**src/core/cbt_cfg.svh**
```systemverilog
// named constants for the can bit timing block
`ifndef CBT_CFG_SVH
`define CBT_CFG_SVH

// segment length limits in time quanta
`define CBT_SYNC_TQ      4'h1
`define CBT_PROP_MIN     4'h1
`define CBT_PROP_MAX     4'h8
`define CBT_PH1_MIN      4'h2
`define CBT_PH1_MAX      4'h8
`define CBT_PH2_MIN      4'h2
`define CBT_PH2_MAX      4'h8
`define CBT_SJW_MIN      3'h1
`define CBT_SJW_MAX      3'h4
`define CBT_BIT_MIN      5'h08
`define CBT_BIT_MAX      5'h19

// clock divider select: 0..4 gives 1, 2, 4, 8, 16
`define CBT_DIV_SEL_MAX  3'h4
`define CBT_DIV_BASE     5'h01

// counter helpers
`define CBT_CNT_ZERO     4'h0
`define CBT_CNT_ONE      4'h1
`define CBT_ERR_ONE      5'h01

// bus levels
`define CBT_RECESSIVE    1'h1

// interframe space phase codes from the frame logic
`define CBT_IFS_INTERMISSION 2'h0
`define CBT_IFS_SUSPEND      2'h1
`define CBT_IFS_IDLE         2'h2

`endif

```
**src/core/cbt_pkg.sv**
```systemverilog
// types shared by the can bit timing block
package cbt_pkg;
	typedef enum logic [1:0] {SEG_SYNC, SEG_PROP, SEG_PH1, SEG_PH2} cbt_seg_t;
	typedef enum logic {MODE_INIT, MODE_RUN} cbt_mode_t;
endpackage : cbt_pkg

```
**src/core/cbt_tq_gen.sv**
```systemverilog
// time quantum tick generator: clock divider followed by baud rate prescaler
`timescale 1ns/100ps
`default_nettype none
`include "cbt_cfg.svh"
module cbt_tq_gen
	import cbt_pkg::*;
(
	// clock and reset
	input  wire logic       ref_clk,
	input  wire logic       rst,
	// control
	input  wire logic       enable,
	input  wire logic       restart,
	input  wire logic [2:0] div_sel,
	input  wire logic [3:0] brp,
	// tick at the end of each quantum
	output logic            tq_tick
);
	logic [3:0] div_cnt_q;
	logic [3:0] pre_cnt_q;
	logic [3:0] div_top;
	logic       div_hit;
	logic       pre_hit;

	assign div_top = 4'((`CBT_DIV_BASE << div_sel) - `CBT_DIV_BASE);
	assign div_hit = (div_cnt_q == div_top);
	assign pre_hit = (pre_cnt_q == brp);
	// restart wins so a resync edge opens a full fresh quantum
	assign tq_tick = enable && !restart && div_hit && pre_hit;

	always_ff @(posedge ref_clk) begin
		if (rst || !enable || restart || div_hit) begin
			div_cnt_q <= `CBT_CNT_ZERO;
		end else begin
			div_cnt_q <= div_cnt_q + `CBT_CNT_ONE;
		end
	end

	always_ff @(posedge ref_clk) begin
		if (rst || !enable || restart || (div_hit && pre_hit)) begin
			pre_cnt_q <= `CBT_CNT_ZERO;
		end else if (div_hit) begin
			pre_cnt_q <= pre_cnt_q + `CBT_CNT_ONE;
		end
	end

	tq_spacing_a: assert property (@(posedge ref_clk) disable iff (rst)
		(tq_tick && (div_sel != 3'h0 || brp != 4'h0)) |=> !tq_tick)
		else $error("quantum tick repeated faster than the divisor");

endmodule : cbt_tq_gen
`default_nettype wire

```
**src/core/cbt_bit_timing.sv**
```systemverilog
// can bit timing engine: config check, segment sequencing, sync, sampling
// How it works
// - a bit runs sync, propagation, first and second phase buffer, in quanta
// - in interframe space a falling bus edge restarts the bit at sync
// - the sample point follows from propagation and phase buffer lengths
// - one quantum is the module clock divided by the divider and then the prescaler
// - sync is fixed at one quantum; propagation accepts 1 to 8
// - first phase buffer accepts 2 to 8 quanta
// - second phase buffer accepts 2 to 8 quanta
// - jump width accepts 1 to 4 quanta
// - total bit length must lie between 8 and 25 quanta
// - any phase correction is capped at the jump width
// - only the phase buffers stretch or shrink to absorb phase error
// - separate requests for transmit done, receive done, bus error, wakeup
// - interframe has intermission, suspend, idle; transmit may start in idle
// - late edge lengthens first buffer, early edge shortens second, capped
// - prescaler divides by field plus one; divider picks 1,2,4,8,16
`timescale 1ns/100ps
`default_nettype none
`include "cbt_cfg.svh"
module cbt_bit_timing
	import cbt_pkg::*;
(
	// clock and reset
	input  wire logic       ref_clk,
	input  wire logic       rst,
	// timing configuration
	input  wire logic [3:0] cfg_prop,
	input  wire logic [3:0] cfg_phase1,
	input  wire logic [3:0] cfg_phase2,
	input  wire logic [2:0] cfg_sjw,
	input  wire logic [3:0] cfg_brp,
	input  wire logic [2:0] cfg_div_sel,
	input  wire logic       cfg_single_sample,
	input  wire logic       run_req,
	// bus and frame state
	input  wire logic       rx,
	input  wire logic       frame_active,
	input  wire logic [1:0] ifs_phase,
	// events from the frame logic
	input  wire logic       evt_tx_done,
	input  wire logic       evt_rx_done,
	input  wire logic       evt_bus_err,
	input  wire logic       evt_wakeup,
	// status
	output logic            running,
	output logic            cfg_error,
	output logic            tx_permit,
	// bit timing
	output cbt_seg_t        bit_segment,
	output logic            bit_start,
	output logic            sample_pulse,
	output logic            rx_bit,
	// interrupt requests
	output logic            irq_tx_done,
	output logic            irq_rx_done,
	output logic            irq_bus_err,
	output logic            irq_wakeup
);
	cbt_mode_t  mode_q;
	cbt_seg_t   seg_q;
	logic [3:0] cnt_q;
	logic [2:0] ext_q;
	logic [2:0] cut_q;
	logic       done_q;
	logic       rx_last_q;
	logic       rx_bit_q;
	logic       sample_q;
	logic       start_q;
	logic [3:0] irq_q;
	logic       cfg_valid;
	logic [4:0] bit_len;
	logic [3:0] sjw4;
	logic       tq_tick;
	logic       fall_edge;
	logic       hard_sync;
	logic       edge_ok;
	logic       late_edge;
	logic       early_jump;
	logic       early_cut;
	logic       restart;
	logic [4:0] err_late;
	logic [3:0] err_early;
	logic [2:0] ext_new;
	logic [3:0] seg_len;
	logic       last_tq;

	assign sjw4    = {1'b0, cfg_sjw};
	assign bit_len = 5'({1'b0, `CBT_SYNC_TQ}) + 5'(cfg_prop) + 5'(cfg_phase1) + 5'(cfg_phase2);

	// checked in hardware because a bad setting would corrupt every bit on the bus
	always_comb begin
		cfg_valid = 1'b1;
		if (cfg_prop < `CBT_PROP_MIN || cfg_prop > `CBT_PROP_MAX) cfg_valid = 1'b0;
		if (cfg_phase1 < `CBT_PH1_MIN || cfg_phase1 > `CBT_PH1_MAX) cfg_valid = 1'b0;
		if (cfg_phase2 < `CBT_PH2_MIN || cfg_phase2 > `CBT_PH2_MAX) cfg_valid = 1'b0;
		if (cfg_sjw < `CBT_SJW_MIN || cfg_sjw > `CBT_SJW_MAX) cfg_valid = 1'b0;
		if (bit_len < `CBT_BIT_MIN || bit_len > `CBT_BIT_MAX) cfg_valid = 1'b0;
		if (cfg_phase1 < cfg_phase2 || cfg_phase1 < sjw4) cfg_valid = 1'b0;
		if (cfg_phase2 < sjw4) cfg_valid = 1'b0;
		if (cfg_div_sel > `CBT_DIV_SEL_MAX) cfg_valid = 1'b0;
		if (!cfg_single_sample) cfg_valid = 1'b0;
	end

	always_ff @(posedge ref_clk) begin
		if (rst) begin
			mode_q <= MODE_INIT;
		end else begin
			case (mode_q)
				MODE_INIT: if (run_req && cfg_valid) mode_q <= MODE_RUN;
				MODE_RUN:  if (!run_req || !cfg_valid) mode_q <= MODE_INIT;
				default:   mode_q <= MODE_INIT;
			endcase
		end
	end

	assign running   = (mode_q == MODE_RUN);
	assign cfg_error = !cfg_valid;
	assign tx_permit = running && !frame_active && (ifs_phase == `CBT_IFS_IDLE);

	cbt_tq_gen u_tq_gen (
		.ref_clk (ref_clk),
		.rst     (rst),
		.enable  (running),
		.restart (restart),
		.div_sel (cfg_div_sel),
		.brp     (cfg_brp),
		.tq_tick (tq_tick)
	);

	// edges are seen at clock rate so a hard sync aligns to within one clock
	always_ff @(posedge ref_clk) begin
		if (rst) begin
			rx_last_q <= `CBT_RECESSIVE;
		end else begin
			rx_last_q <= rx;
		end
	end

	assign fall_edge = running && (rx_last_q == `CBT_RECESSIVE) && (rx != `CBT_RECESSIVE);
	assign hard_sync = fall_edge && !frame_active;
	// one resync per bit, and only after a recessive sample
	assign edge_ok   = fall_edge && frame_active && !done_q && (rx_bit_q == `CBT_RECESSIVE);

	assign err_late  = (seg_q == SEG_PROP) ? 5'(cnt_q) + `CBT_ERR_ONE
	                                        : 5'(cfg_prop) + 5'(cnt_q) + `CBT_ERR_ONE;
	assign ext_new   = (err_late > 5'(cfg_sjw)) ? cfg_sjw : err_late[2:0];
	assign late_edge = edge_ok && (seg_q == SEG_PROP || seg_q == SEG_PH1);
	assign err_early = 4'(cfg_phase2 - 4'(cut_q) - cnt_q);
	assign early_jump = edge_ok && (seg_q == SEG_PH2) && (err_early <= sjw4);
	assign early_cut  = edge_ok && (seg_q == SEG_PH2) && (err_early > sjw4);
	assign restart    = hard_sync || early_jump;

	always_comb begin
		case (seg_q)
			SEG_SYNC: seg_len = `CBT_SYNC_TQ;
			SEG_PROP: seg_len = cfg_prop;
			SEG_PH1:  seg_len = cfg_phase1 + 4'(late_edge ? ext_new : ext_q);
			// the cut counts in the edge's own quantum so the count never runs past the end
			SEG_PH2:  seg_len = cfg_phase2 - 4'(early_cut ? cfg_sjw : cut_q);
			default:  seg_len = `CBT_SYNC_TQ;
		endcase
	end

	assign last_tq = (cnt_q == 4'(seg_len - `CBT_CNT_ONE));

	always_ff @(posedge ref_clk) begin
		if (rst || !running) begin
			seg_q  <= SEG_SYNC;
			cnt_q  <= `CBT_CNT_ZERO;
			ext_q  <= 3'h0;
			cut_q  <= 3'h0;
			done_q <= 1'b0;
		end else if (restart) begin
			seg_q  <= SEG_SYNC;
			cnt_q  <= `CBT_CNT_ZERO;
			ext_q  <= 3'h0;
			cut_q  <= 3'h0;
			done_q <= 1'b1;
		end else begin
			if (late_edge) begin
				ext_q  <= ext_new;
				done_q <= 1'b1;
			end
			if (early_cut) begin
				cut_q  <= cfg_sjw;
				done_q <= 1'b1;
			end
			if (tq_tick) begin
				if (last_tq) begin
					cnt_q <= `CBT_CNT_ZERO;
					case (seg_q)
						SEG_SYNC: seg_q <= SEG_PROP;
						SEG_PROP: seg_q <= SEG_PH1;
						SEG_PH1:  seg_q <= SEG_PH2;
						SEG_PH2: begin
							seg_q  <= SEG_SYNC;
							ext_q  <= 3'h0;
							cut_q  <= 3'h0;
							done_q <= 1'b0;
						end
						default:  seg_q <= SEG_SYNC;
					endcase
				end else begin
					cnt_q <= cnt_q + `CBT_CNT_ONE;
				end
			end
		end
	end

	// single sample at the end of the first phase buffer
	always_ff @(posedge ref_clk) begin
		if (rst) begin
			rx_bit_q <= `CBT_RECESSIVE;
			sample_q <= 1'b0;
		end else begin
			sample_q <= 1'b0;
			if (running && !restart && tq_tick && seg_q == SEG_PH1 && last_tq) begin
				rx_bit_q <= rx;
				sample_q <= 1'b1;
			end
		end
	end

	always_ff @(posedge ref_clk) begin
		if (rst) begin
			start_q <= 1'b0;
		end else begin
			start_q <= restart || (running && tq_tick && seg_q == SEG_PH2 && last_tq);
		end
	end

	always_ff @(posedge ref_clk) begin
		if (rst) begin
			irq_q <= 4'h0;
		end else begin
			irq_q <= {evt_wakeup, evt_bus_err, evt_rx_done, evt_tx_done};
		end
	end

	assign bit_segment  = seg_q;
	assign bit_start    = start_q;
	assign sample_pulse = sample_q;
	assign rx_bit       = rx_bit_q;
	assign irq_tx_done  = irq_q[0];
	assign irq_rx_done  = irq_q[1];
	assign irq_bus_err  = irq_q[2];
	assign irq_wakeup   = irq_q[3];

	sync_one_tq_a: assert property (@(posedge ref_clk) disable iff (rst)
		(running && !restart && tq_tick && seg_q == SEG_SYNC) |=> (seg_q == SEG_PROP || !running))
		else $error("sync segment lasted other than one quantum");

	invalid_init_a: assert property (@(posedge ref_clk) disable iff (rst)
		!cfg_valid |=> (mode_q == MODE_INIT))
		else $error("left initialization with invalid timing");

	// running now means the setting was checked at the previous edge
	bit_length_a: assert property (@(posedge ref_clk) disable iff (rst)
		running |-> ($past(bit_len) >= `CBT_BIT_MIN && $past(bit_len) <= `CBT_BIT_MAX))
		else $error("running with bit length out of range");

	hard_sync_a: assert property (@(posedge ref_clk) disable iff (rst)
		(hard_sync && running) |=> (seg_q == SEG_SYNC && cnt_q == 4'h0 && bit_start))
		else $error("hard sync did not restart the bit");

	sample_point_a: assert property (@(posedge ref_clk) disable iff (rst)
		sample_pulse |-> (seg_q == SEG_PH2 && cnt_q == 4'h0 && $past(seg_q) == SEG_PH1))
		else $error("sample taken away from the phase buffer boundary");

	ext_capped_a: assert property (@(posedge ref_clk) disable iff (rst)
		(ext_q <= cfg_sjw) && (cut_q == 3'h0 || cut_q == cfg_sjw))
		else $error("phase correction exceeds jump width");

	late_stretch_a: assert property (@(posedge ref_clk) disable iff (rst)
		(late_edge && !restart && running) |=> (ext_q == $past(ext_new) || seg_q == SEG_SYNC))
		else $error("late edge did not lengthen the first buffer");

	irq_pulse_a: assert property (@(posedge ref_clk) disable iff (rst)
		(evt_bus_err && !evt_wakeup) |=> (irq_bus_err && !irq_wakeup))
		else $error("bus error request not raised on its own line");

	tx_idle_a: assert property (@(posedge ref_clk) disable iff (rst)
		tx_permit |-> (running && ifs_phase == `CBT_IFS_IDLE && !frame_active))
		else $error("transmit permitted outside bus idle");

endmodule : cbt_bit_timing
`default_nettype wire

```
**config.mk**
```make
export PLATFORM = sky130hd
export DESIGN_NAME = cbt_bit_timing
export DESIGN_NICKNAME = d
export VERILOG_FILES = /design/src/core/cbt_pkg.sv /design/src/core/cbt_tq_gen.sv /design/src/core/cbt_bit_timing.sv
export VERILOG_INCLUDE_DIRS = /design/src /design/src/core
export SDC_FILE = /design/constraint.sdc
export NUM_CORES = 1
export LEC_CHECK = 0
export BUFFER_PORTS_ARGS = -buffer_cell sky130_fd_sc_hd__buf_2
export CAP_MARGIN = 25
export CELL_PAD_IN_SITES_DETAIL_PLACEMENT = 0
export CELL_PAD_IN_SITES_GLOBAL_PLACEMENT = 1
export CORE_MARGIN = 2
export CORE_UTILIZATION = 45
export DETAILED_ROUTE_END_ITERATION = 8
export PLACE_DENSITY_LB_ADDON = 0.1
export SLEW_MARGIN = 20
export SYNTH_ARGS = -nofsm -noshare
export SYNTH_HDL_FRONTEND = slang
export SYNTH_SLANG_ARGS = --single-unit
```
**constraint.sdc**
```tcl
create_clock -name ref_clk -period 20.6 [get_ports ref_clk]
set_input_delay 6.18 -clock ref_clk [delete_from_list [all_inputs] [get_ports ref_clk]]
set_output_delay 6.18 -clock ref_clk [all_outputs]
set_load 0.1 [all_outputs]
```
Word level (Yosys, flattened, before mapping)
Cells that the tools add are included.
- equal/unequal tests: 7
- add/subtract/negate cells: 15
- muxes and demuxes: 34
- order comparisons: 17
- reductions and logical operators: 46
- bitwise operators: 2
- shift-type cells: 1
- operator list (cell ; count):
    3-bit two-way mux ; 11
    1-bit logical AND ; 23
    1-bit two-way mux ; 18
    4-bit one-hot mux with 4 select lines ; 1
    1-bit logical OR ; 14
    4-bit by 1-bit adder with 4-bit output, second input constant ; 3
    4-bit == test ; 3
    4-bit greater-than comparator, second input constant ; 3
    5-bit by 4-bit adder with 5-bit output ; 2
    4-bit by 2-bit less-than comparator with 1-bit output, second input constant ; 2
    4-bit by 3-bit less-than comparator with 1-bit output ; 2
    2-bit one-hot mux with 4 select lines ; 1
    4-bit by 1-bit subtractor with 4-bit output, second input constant ; 2
    4-bit by 3-bit subtractor with 4-bit output ; 2
    2-bit == test, second input constant ; 3
    3-bit greater-than comparator, second input constant ; 2
    1-bit zero test ; 6
    1-bit by 4-bit adder with 5-bit output, first input constant ; 1
    4-bit by 1-bit adder with 5-bit output, second input constant ; 1
    4-bit by 4-bit adder with 5-bit output ; 1
    5-bit by 1-bit adder with 5-bit output, second input constant ; 1
    5-bit by 3-bit greater-than comparator with 1-bit output ; 1
    5-bit greater-than comparator, second input constant ; 1
    5-bit by 4-bit less-than comparator with 1-bit output, second input constant ; 1
    other kinds (16) ; 17
- word-level logic and storage cells: 135
- flip-flop bits (word level): 30
- output and inout bits: 12

Longest topological paths before layout
Gate-level depths: netlist of the first run.
- word-level depth: 16
- mapped depth: 28
- gate-level depth less buffers: 26

By module
From an unflattened synthesis of the first run, not the netlist that was laid out.
- cells, all modules: 363
- area, all modules: 3066.7 sq um
- by module, submodules not included (module ; area each (sq um) ; cells each ; times used ; seq. area each (sq um)):
    cbt_bit_timing ; 2570.0 ; 308 ; 1 ; 440.4
    cbt_tq_gen ; 496.7 ; 55 ; 1 ; 160.2

Worst setup path before layout of the first run
OpenSTA, ideal clock, no wires.
- kind: input -> output
- start: input port ifs_phase[0]
- end: output port tx_permit
- cell stages on the path: 1
- arrival time: 9.331 ns
- data required time: 14.420 ns
- setup slack: 5.089 ns
- cell sequence: nor4b_1
- cells in the longest elaborated chain, start to end: 2
- ends and longest elaborated chain (what ; RTL line ; source):
    start: declaration ; cbt_bit_timing.sv:39 ; input wire logic [1:0] ifs_phase,
    2-bit == test (no line) ; - ;
    1-bit logical AND ; cbt_bit_timing.sv:119 ; assign tx_permit = running && !frame_active && (ifs_phase == `CBT_IFS_IDLE);
    end: declaration ; cbt_bit_timing.sv:48 ; output logic tx_permit,
No other way between the ends.

Worst setup path after layout of the first run
- start: input port cfg_prop[1]
- end: output port cfg_error
- cells in the longest elaborated chain, start to end: 12
- ends and longest elaborated chain (what ; RTL line ; source):
    start: declaration ; cbt_bit_timing.sv:28 ; input wire logic [3:0] cfg_prop,
    branches (longest 6 deep; another with 1-bit by 4-bit adder with 5-bit output) ; - ;
    1-bit two-way mux (*) ; cbt_bit_timing.sv:98 ; if (bit_len < `CBT_BIT_MIN || bit_len > `CBT_BIT_MAX) cfg_valid = 1'b0;
    1-bit two-way mux (*) ; cbt_bit_timing.sv:99 ; if (cfg_phase1 < cfg_phase2 || cfg_phase1 < sjw4) cfg_valid = 1'b0;
    1-bit two-way mux (*) ; cbt_bit_timing.sv:100 ; if (cfg_phase2 < sjw4) cfg_valid = 1'b0;
    1-bit two-way mux (*) ; cbt_bit_timing.sv:101 ; if (cfg_div_sel > `CBT_DIV_SEL_MAX) cfg_valid = 1'b0;
    1-bit two-way mux (*) ; cbt_bit_timing.sv:102 ; if (!cfg_single_sample) cfg_valid = 1'b0;
    1-bit zero test (*) ; cbt_bit_timing.sv:118 ; assign cfg_error = !cfg_valid;
    end: declaration ; cbt_bit_timing.sv:47 ; output logic cfg_error,
Mark *: on every way between the ends.

==> results of run 1 <==
==> power by group through the flow <==
stage / registers, mW / logic [mW] / clock network [mW]
3_3_place_gp: 0.0599 / 0.0361 / 0
6_report: 0.0586 / 0.0366 / 0.0585
3_5_place_dp: 0.0599 / 0.0367 / 0
4_1_cts: 0.0586 / 0.0369 / 0.0605
5_1_grt: 0.0586 / 0.0415 / 0.0627
2_1_floorplan: 0.0630 / 0.0223 / 0
==> flip-flops by register name, summed over array words and instances, names as in the netlist <==
signal	count
irq_q	4
rx_last_q	1
u_tq_gen.div_cnt_q	4
bit_segment	2
sample_pulse	1
ext_q	3
running	1
done_q	1
rx_bit	1
cnt_q	4
cut_q	3
bit_start	1
u_tq_gen.pre_cnt_q	4
==> final timing paths <==
| kind | slack [ns] | from | end |
|---|---|---|---|
| setup reg to reg | 14.15 | cnt_q[0] | done_q |
| hold / removal | 0.50 | u_tq_gen.div_cnt_q[0] | u_tq_gen.div_cnt_q[0] |
| setup / recovery | 5.89 | cfg_prop[1] | cfg_error |
| hold reg to reg | 0.50 | u_tq_gen.div_cnt_q[0] | u_tq_gen.div_cnt_q[0] |
==> area by class of cell <==
| class | instances | area share [%] |
|---|---|---|
| clock buffer | 5 | 2.08 |
| clock inverter | 3 | 1.21 |
| inverter | 38 | 4.30 |
| multi-input combinational | 270 | 64.6 |
| sequential | 30 | 18.1 |
| tap | 77 | 2.91 |
| timing repair buffer | 45 | 6.80 |
==> layer usage <==
layer	wire length, um	up-vias
li1	-	1298
met3	261	15
met2	3270	55
met1	3370	1148
met4	148	0
met5	0	-
==> worst max-delay path, stage by stage <==
cell and delay [ns]:
buf_2 0.14, fa_1 0.56, inv_1 0.06, fa_1 0.44, inv_1 0.07, a21o_1 0.10
a21oi_1 0.07, xnor2_1 0.18, nand3_1 0.10, o211ai_1 0.14, buf_2 0.48
==> cells in the final DEF, fill, tap and decap left out, types with 2 or more instances in the layout <==
master and n:
a21oi_1 19, fa_1 9, o21ai_0 16, dfxtp_1 30
nor2_1 26, a211oi_1 6, and3_1 4, o21a_1 2
mux2i_1 9, buf_2 45, or3_1 6, nor4b_1 2
nand2_1 21, nand2b_1 6, xnor2_1 25, a2111oi_0 3
xor2_1 8, a21o_1 7, a31oi_1 3, and4_1 2
nand4_1 2, nand3_1 8, a31o_2 2, mux2_2 3
nor3_1 9, a22oi_1 2, inv_1 38, clkinv_2 2
ha_1 42, nand3b_1 2, clkbuf_8 5, nor2b_1 8
==> cells by family after synthesis <==
logic type | count (synthesis) | share of synthesized area [%]
and+or+nand+nor | 101 | 17.7
AOI/OAI and AO/OA | 73 | 17.3
adders and majority gates | 51 | 24.2
buffers and inverters | 43 | 6.05
xor gates and xnor gates | 33 | 9.91
DFF | 30 | 20.6
muxes | 12 | 4.25
==> results.tsv, run 1 <==
stage	metric	value	unit
outcome	outcome	completed	
detailed_routing	route.detailed.drc	0	
grt	overflow	0	
power	pwr-share-comb	23.8	%
detailed_routing	ant_nets	0	
power	p_switching	0.0444	mW
grt	met3_usage	2.95	%
synthesis	synth.cell_area	2920	um2
synthesis	synth_edf_count	0	
synthesis	ys_async_sr_fraction	0	%
layout	nNetsFinal	475	
placed_design	dpl_cell_area	3210	um2
synthesis	synth_top_cell_by_area	dfxtp_1	
clock_network	holdBufCountCts	0	
grt	grt_use_met1	27.1	%
power	leakage	1.42	nW
detailed_routing	wl_per_cell	15.1	um
synthesis	yosysSeqAreaShare	20.6	%
grt	grt_pass1_wl	12.0	mm
clock_network	cts_max_level	2	
grt	use_met2	35.9	%
setup_path	worstPathMaxFanout	5	
clock_network	clock-root-buffer	clkbuf_8	
sta	fin_setup_tns	0	ns
synthesis	synth_top_area_share	20.6	%
synthesis	synth_cell_types	49	
synthesis	yosysMostFrequentCell	ha_1	
power	vdd_drop_max	43.4	uV
floorplanning	die_w	84.5	um
detailed_routing	drt_wl_total	7.05	mm
clock_network	post-cts-setup-buffers	0	
detailed_routing	via_per_inst	5.38	
floorplanning	die_y	84.5	um
sta	skew	0.00830	ns
layout	fillers	656	
layout	multi_input_area	2140	um2
floorplanning	fp.coreArea	6310	um2
sta	hold_violations	0	
setup_path	path_class	primary input to primary output	
clock_network	cts.clk_slew.worst_paths	0.06	ns
floorplanning	start_util	46.2	%
setup_path	cp-start-kind	primary input	
clock_network	clk_latency	0.28	ns
synthesis	yosys_most_used_dff	dfxtp_1	
layout	diodes	0	
sta	setup_viol	0	
clock_network	ctsResizeCount	0	
sta	holdWs	0.500	ns
power	switching_share	28.9	%
grt	grt_pass1_vias	2523	
sta	finalCritPeriodShare	71.4	%
layout	syn_to_final_growth	13.6	%
detailed_routing	vias	2516	
sta	maxSlewViolCount	0	
layout	final_cells	468	
synthesis	synth_area_leaders	dfxtp_1 (21%), ha_1 (18%), xnor2_1 (7.5%), fa_1 (6.2%), inv_1 (4.9%)	
layout	fin_area	3310	um2
setup_path	r2r.worst_path.cells	26	
placed_design	portBuffers	45	
setup_path	cp.required	14.42	ns
placed_design	dpl.hpwl	5.92	mm
synthesis	yosys_warnings	0	
clock_network	clock-sinks	30	
grt	antenna_found_initial	0	
sta	max_freq	68.0	MHz
clock_network	ctsLongestPathBuffers	2	
power	pwr-share-clk	38.1	%
detailed_routing	drt-pass1-iter-count	4	
synthesis	syn_inst	343	
power	p_per_area	46.4	nW/um2
placed_design	place.gp.congestion	0.928	
grt	top_usage_layer	met2	
sta	worst_pin_slew	0.661	ns
detailed_routing	drt-initial-drc-count	108	
layout	drive_gt1_share	16.1	%
synthesis	syn-num-nets	428	
floorplanning	fp-row-count	29	
layout	seq_area	601	um2
grt	grt_usage	20.9	%
sta	finalWorstSetupSlack	5.89	ns
placed_design	place_inst	460	
power	p_seq_share	38.1	%
layout	utilization	52.5	%
power	power	0.154	mW
synthesis	yosys_register_bits	30	
sta	rsz0062_at_grt	false	
power	intPower	0.109	mW
floorplanning	die_area	7140	um2
clock_network	cts_tree	built	
sta	min_period	14.71	ns
synthesis	syn_avg_cell_area	8.51	um2
grt	grt_max_degree	13	
clock_network	cts_made_buffers	5	
worst_hold_path	holdPathStages	1	
worst_hold_path	min_path_type	flop to flop	
placed_design	pre_cts_ws	5.88	ns
run	max_cap_viol_count	0	
floorplanning	io_pins	46	
synthesis	synth_common_cells	ha_1 (42), inv_1 (38), dfxtp_1 (30)	
sta	relSlewSlack	54.8	%
setup_path	end_kind	primary output	
setup_path	worst_ep_arrival_time	8.53	ns
Note: power is estimated with default switching activity, not from simulation.
==> run 2: changes to the inputs <==
Settings changed: CORE_UTILIZATION 45 to 39.
Clock period 20.6 ns to 12.74 ns, I/O delays scaled along.
==> results.tsv, run 2 (same netlist as run 1, synthesis figures left out) <==
stage	metric	value	unit
setup_path	worstPathMaxFanout	5	
sta	maxSlewViolCount	0	
setup_path	path_class	primary input to primary output	
clock_network	holdBufCountCts	0	
sta	max_freq	99.9	MHz
clock_network	cts_max_level	2	
placed_design	dpl.hpwl	6.09	mm
clock_network	clk_latency	0.28	ns
placed_design	place.gp.congestion	0.851	
sta	hold_violations	0	
sta	rsz0062_at_grt	false	
grt	antenna_found_initial	0	
placed_design	dpl_cell_area	3230	um2
sta	worst_pin_slew	0.767	ns
power	power	0.225	mW
clock_network	cts.clk_slew.worst_paths	0.05	ns
placed_design	pre_cts_ws	2.72	ns
floorplanning	start_util	40.2	%
worst_hold_path	hold_start	u_tq_gen.div_cnt_q[0]	
sta	finalWorstSetupSlack	2.73	ns
clock_network	post-cts-setup-buffers	0	
grt	grt_usage	18.7	%
grt	overflow	0	
sta	setup_viol	0	
layout	multi_input_area	2140	um2
layout	seq_area	601	um2
detailed_routing	drt-pass1-iter-count	4	
setup_path	end_kind	primary output	
power	leakage	1.40	nW
detailed_routing	route.detailed.drc	0	
placed_design	portBuffers	45	
detailed_routing	drt-initial-drc-count	126	
run	max_cap_viol_count	0	
outcome	outcome	completed	
clock_network	clock-root-buffer	clkbuf_8	
layout	diodes	0	
layout	syn_to_final_growth	13.4	%
layout	drive_gt1_share	15.4	%
setup_path	reg2reg_from	cnt_q[0]	
floorplanning	fp.coreArea	7250	um2
sta	relSlewSlack	47.5	%
setup_path	startpoint	cfg_prop[1]	
layout	final_cell_mix	buf_2 (45), ha_1 (42), inv_1 (38)	
worst_hold_path	min_path_type	flop to flop	
floorplanning	die_w	90.5	um
layout	fillers	786	
detailed_routing	drt_wl_total	7.24	mm
clock_network	ctsResizeCount	0	
grt	grt_pass1_wl	12.4	mm
grt	grt_pass1_vias	2539	
floorplanning	die_area	8190	um2
clock_network	cts_tree	built	
sta	fin_setup_tns	0	ns
sta	finalCritPeriodShare	78.6	%
layout	fin_area	3310	um2
layout	nNetsFinal	475	
floorplanning	die_y	90.5	um
power	vdd_drop_max	53.5	uV
sta	min_period	10.01	ns
clock_network	ctsLongestPathBuffers	2	
layout	mostFrequentLayoutCell	buf_2	
detailed_routing	vias	2533	
setup_path	worstPathCellList	buf_2 > fa_1 > inv_1 > fa_1 > inv_1 > a21o_1 > a21oi_1 > xnor2_1 > nand3_1 > o211ai_1 > buf_2	
setup_path	cpMaxStageDelayCell	fa_1	
power	p_per_area	68.0	nW/um2
detailed_routing	ant_nets	0	
setup_path	max_stage_delay	0.57	ns
detailed_routing	via_per_inst	5.18	
setup_path	cp-start-kind	primary input	
sta	skew	0.00984	ns
setup_path	cp.required	8.92	ns
setup_path	worst_ep_arrival_time	6.19	ns
clock_network	clock-sinks	30	
floorplanning	fp-row-count	31	
grt	grt_max_degree	13	
detailed_routing	wl_per_cell	14.8	um
floorplanning	io_pins	46	
clock_network	cts_made_buffers	5	
==> run 2: changes by cell type in the layout (fill, tap and decap cells not counted) <==
| cell | before | now |
|---|---|---|
| bufinv_16 | 1 | 0 |
| clkbuf_1 | 0 | 2 |
| clkinv_2 | 2 | 0 |
==> run 2: worst paths after layout <==
kind         depth (start not counted)  slack [ns]                    end
min                                  1        0.51  u_tq_gen.div_cnt_q[0]
max reg2reg                         26        6.34                 done_q
max                                 11        2.73              cfg_error
min reg2reg                          1        0.51  u_tq_gen.div_cnt_q[0]
==> run 2: through the flow <==
stage	cells	hold WS [ns]	utilization [%]
2_1_floorplan	343	0.452	-
3_3_place_gp	482	0.488	44.6
3_5_place_dp	482	0.494	44.6
4_1_cts	489	0.507	45.6
5_1_grt	489	0.538	45.6
6_report	489	0.505	45.6
==> run 2: worst max-delay path: cells and delay by family <==
family	cells	cell delay [ns]
fa+ha+maj	2	1.02
simple gates	1	0.10
compound gates	3	0.32
xor+xnor	1	0.18
buf+inv	4	0.75
==> run 2: per-layer routing <==
metal | track usage, % | vias to the layer above | wire length (um) | part of all wire [%]
met5 | 0 | - | 0 | 0
met4 | 3.97 | 0 | 70 | 0.97
met3 | 2.75 | 5 | 224 | 3.1
met2 | 32.2 | 55 | 3380 | 47
met1 | 24.9 | 1179 | 3570 | 49
li1 | - | 1294 | - | -
==> run 2: cell type report <==
type	count	area share [%]
flip-flops and latches	30	18.1
clock buffers	7	2.31
well taps	99	3.74
inverters	38	4.31
repair buffers	45	6.81
multi-input cells	270	64.7
==> run 2: power breakdown <==
| part | internal (mW) | switching, mW | total (mW) |
|---|---|---|---|
| logic | 0.0246 | 0.0345 | 0.0592 |
| registers | 0.0947 | 0.000180 | 0.0948 |
| clock network | 0.0375 | 0.0334 | 0.0709 |
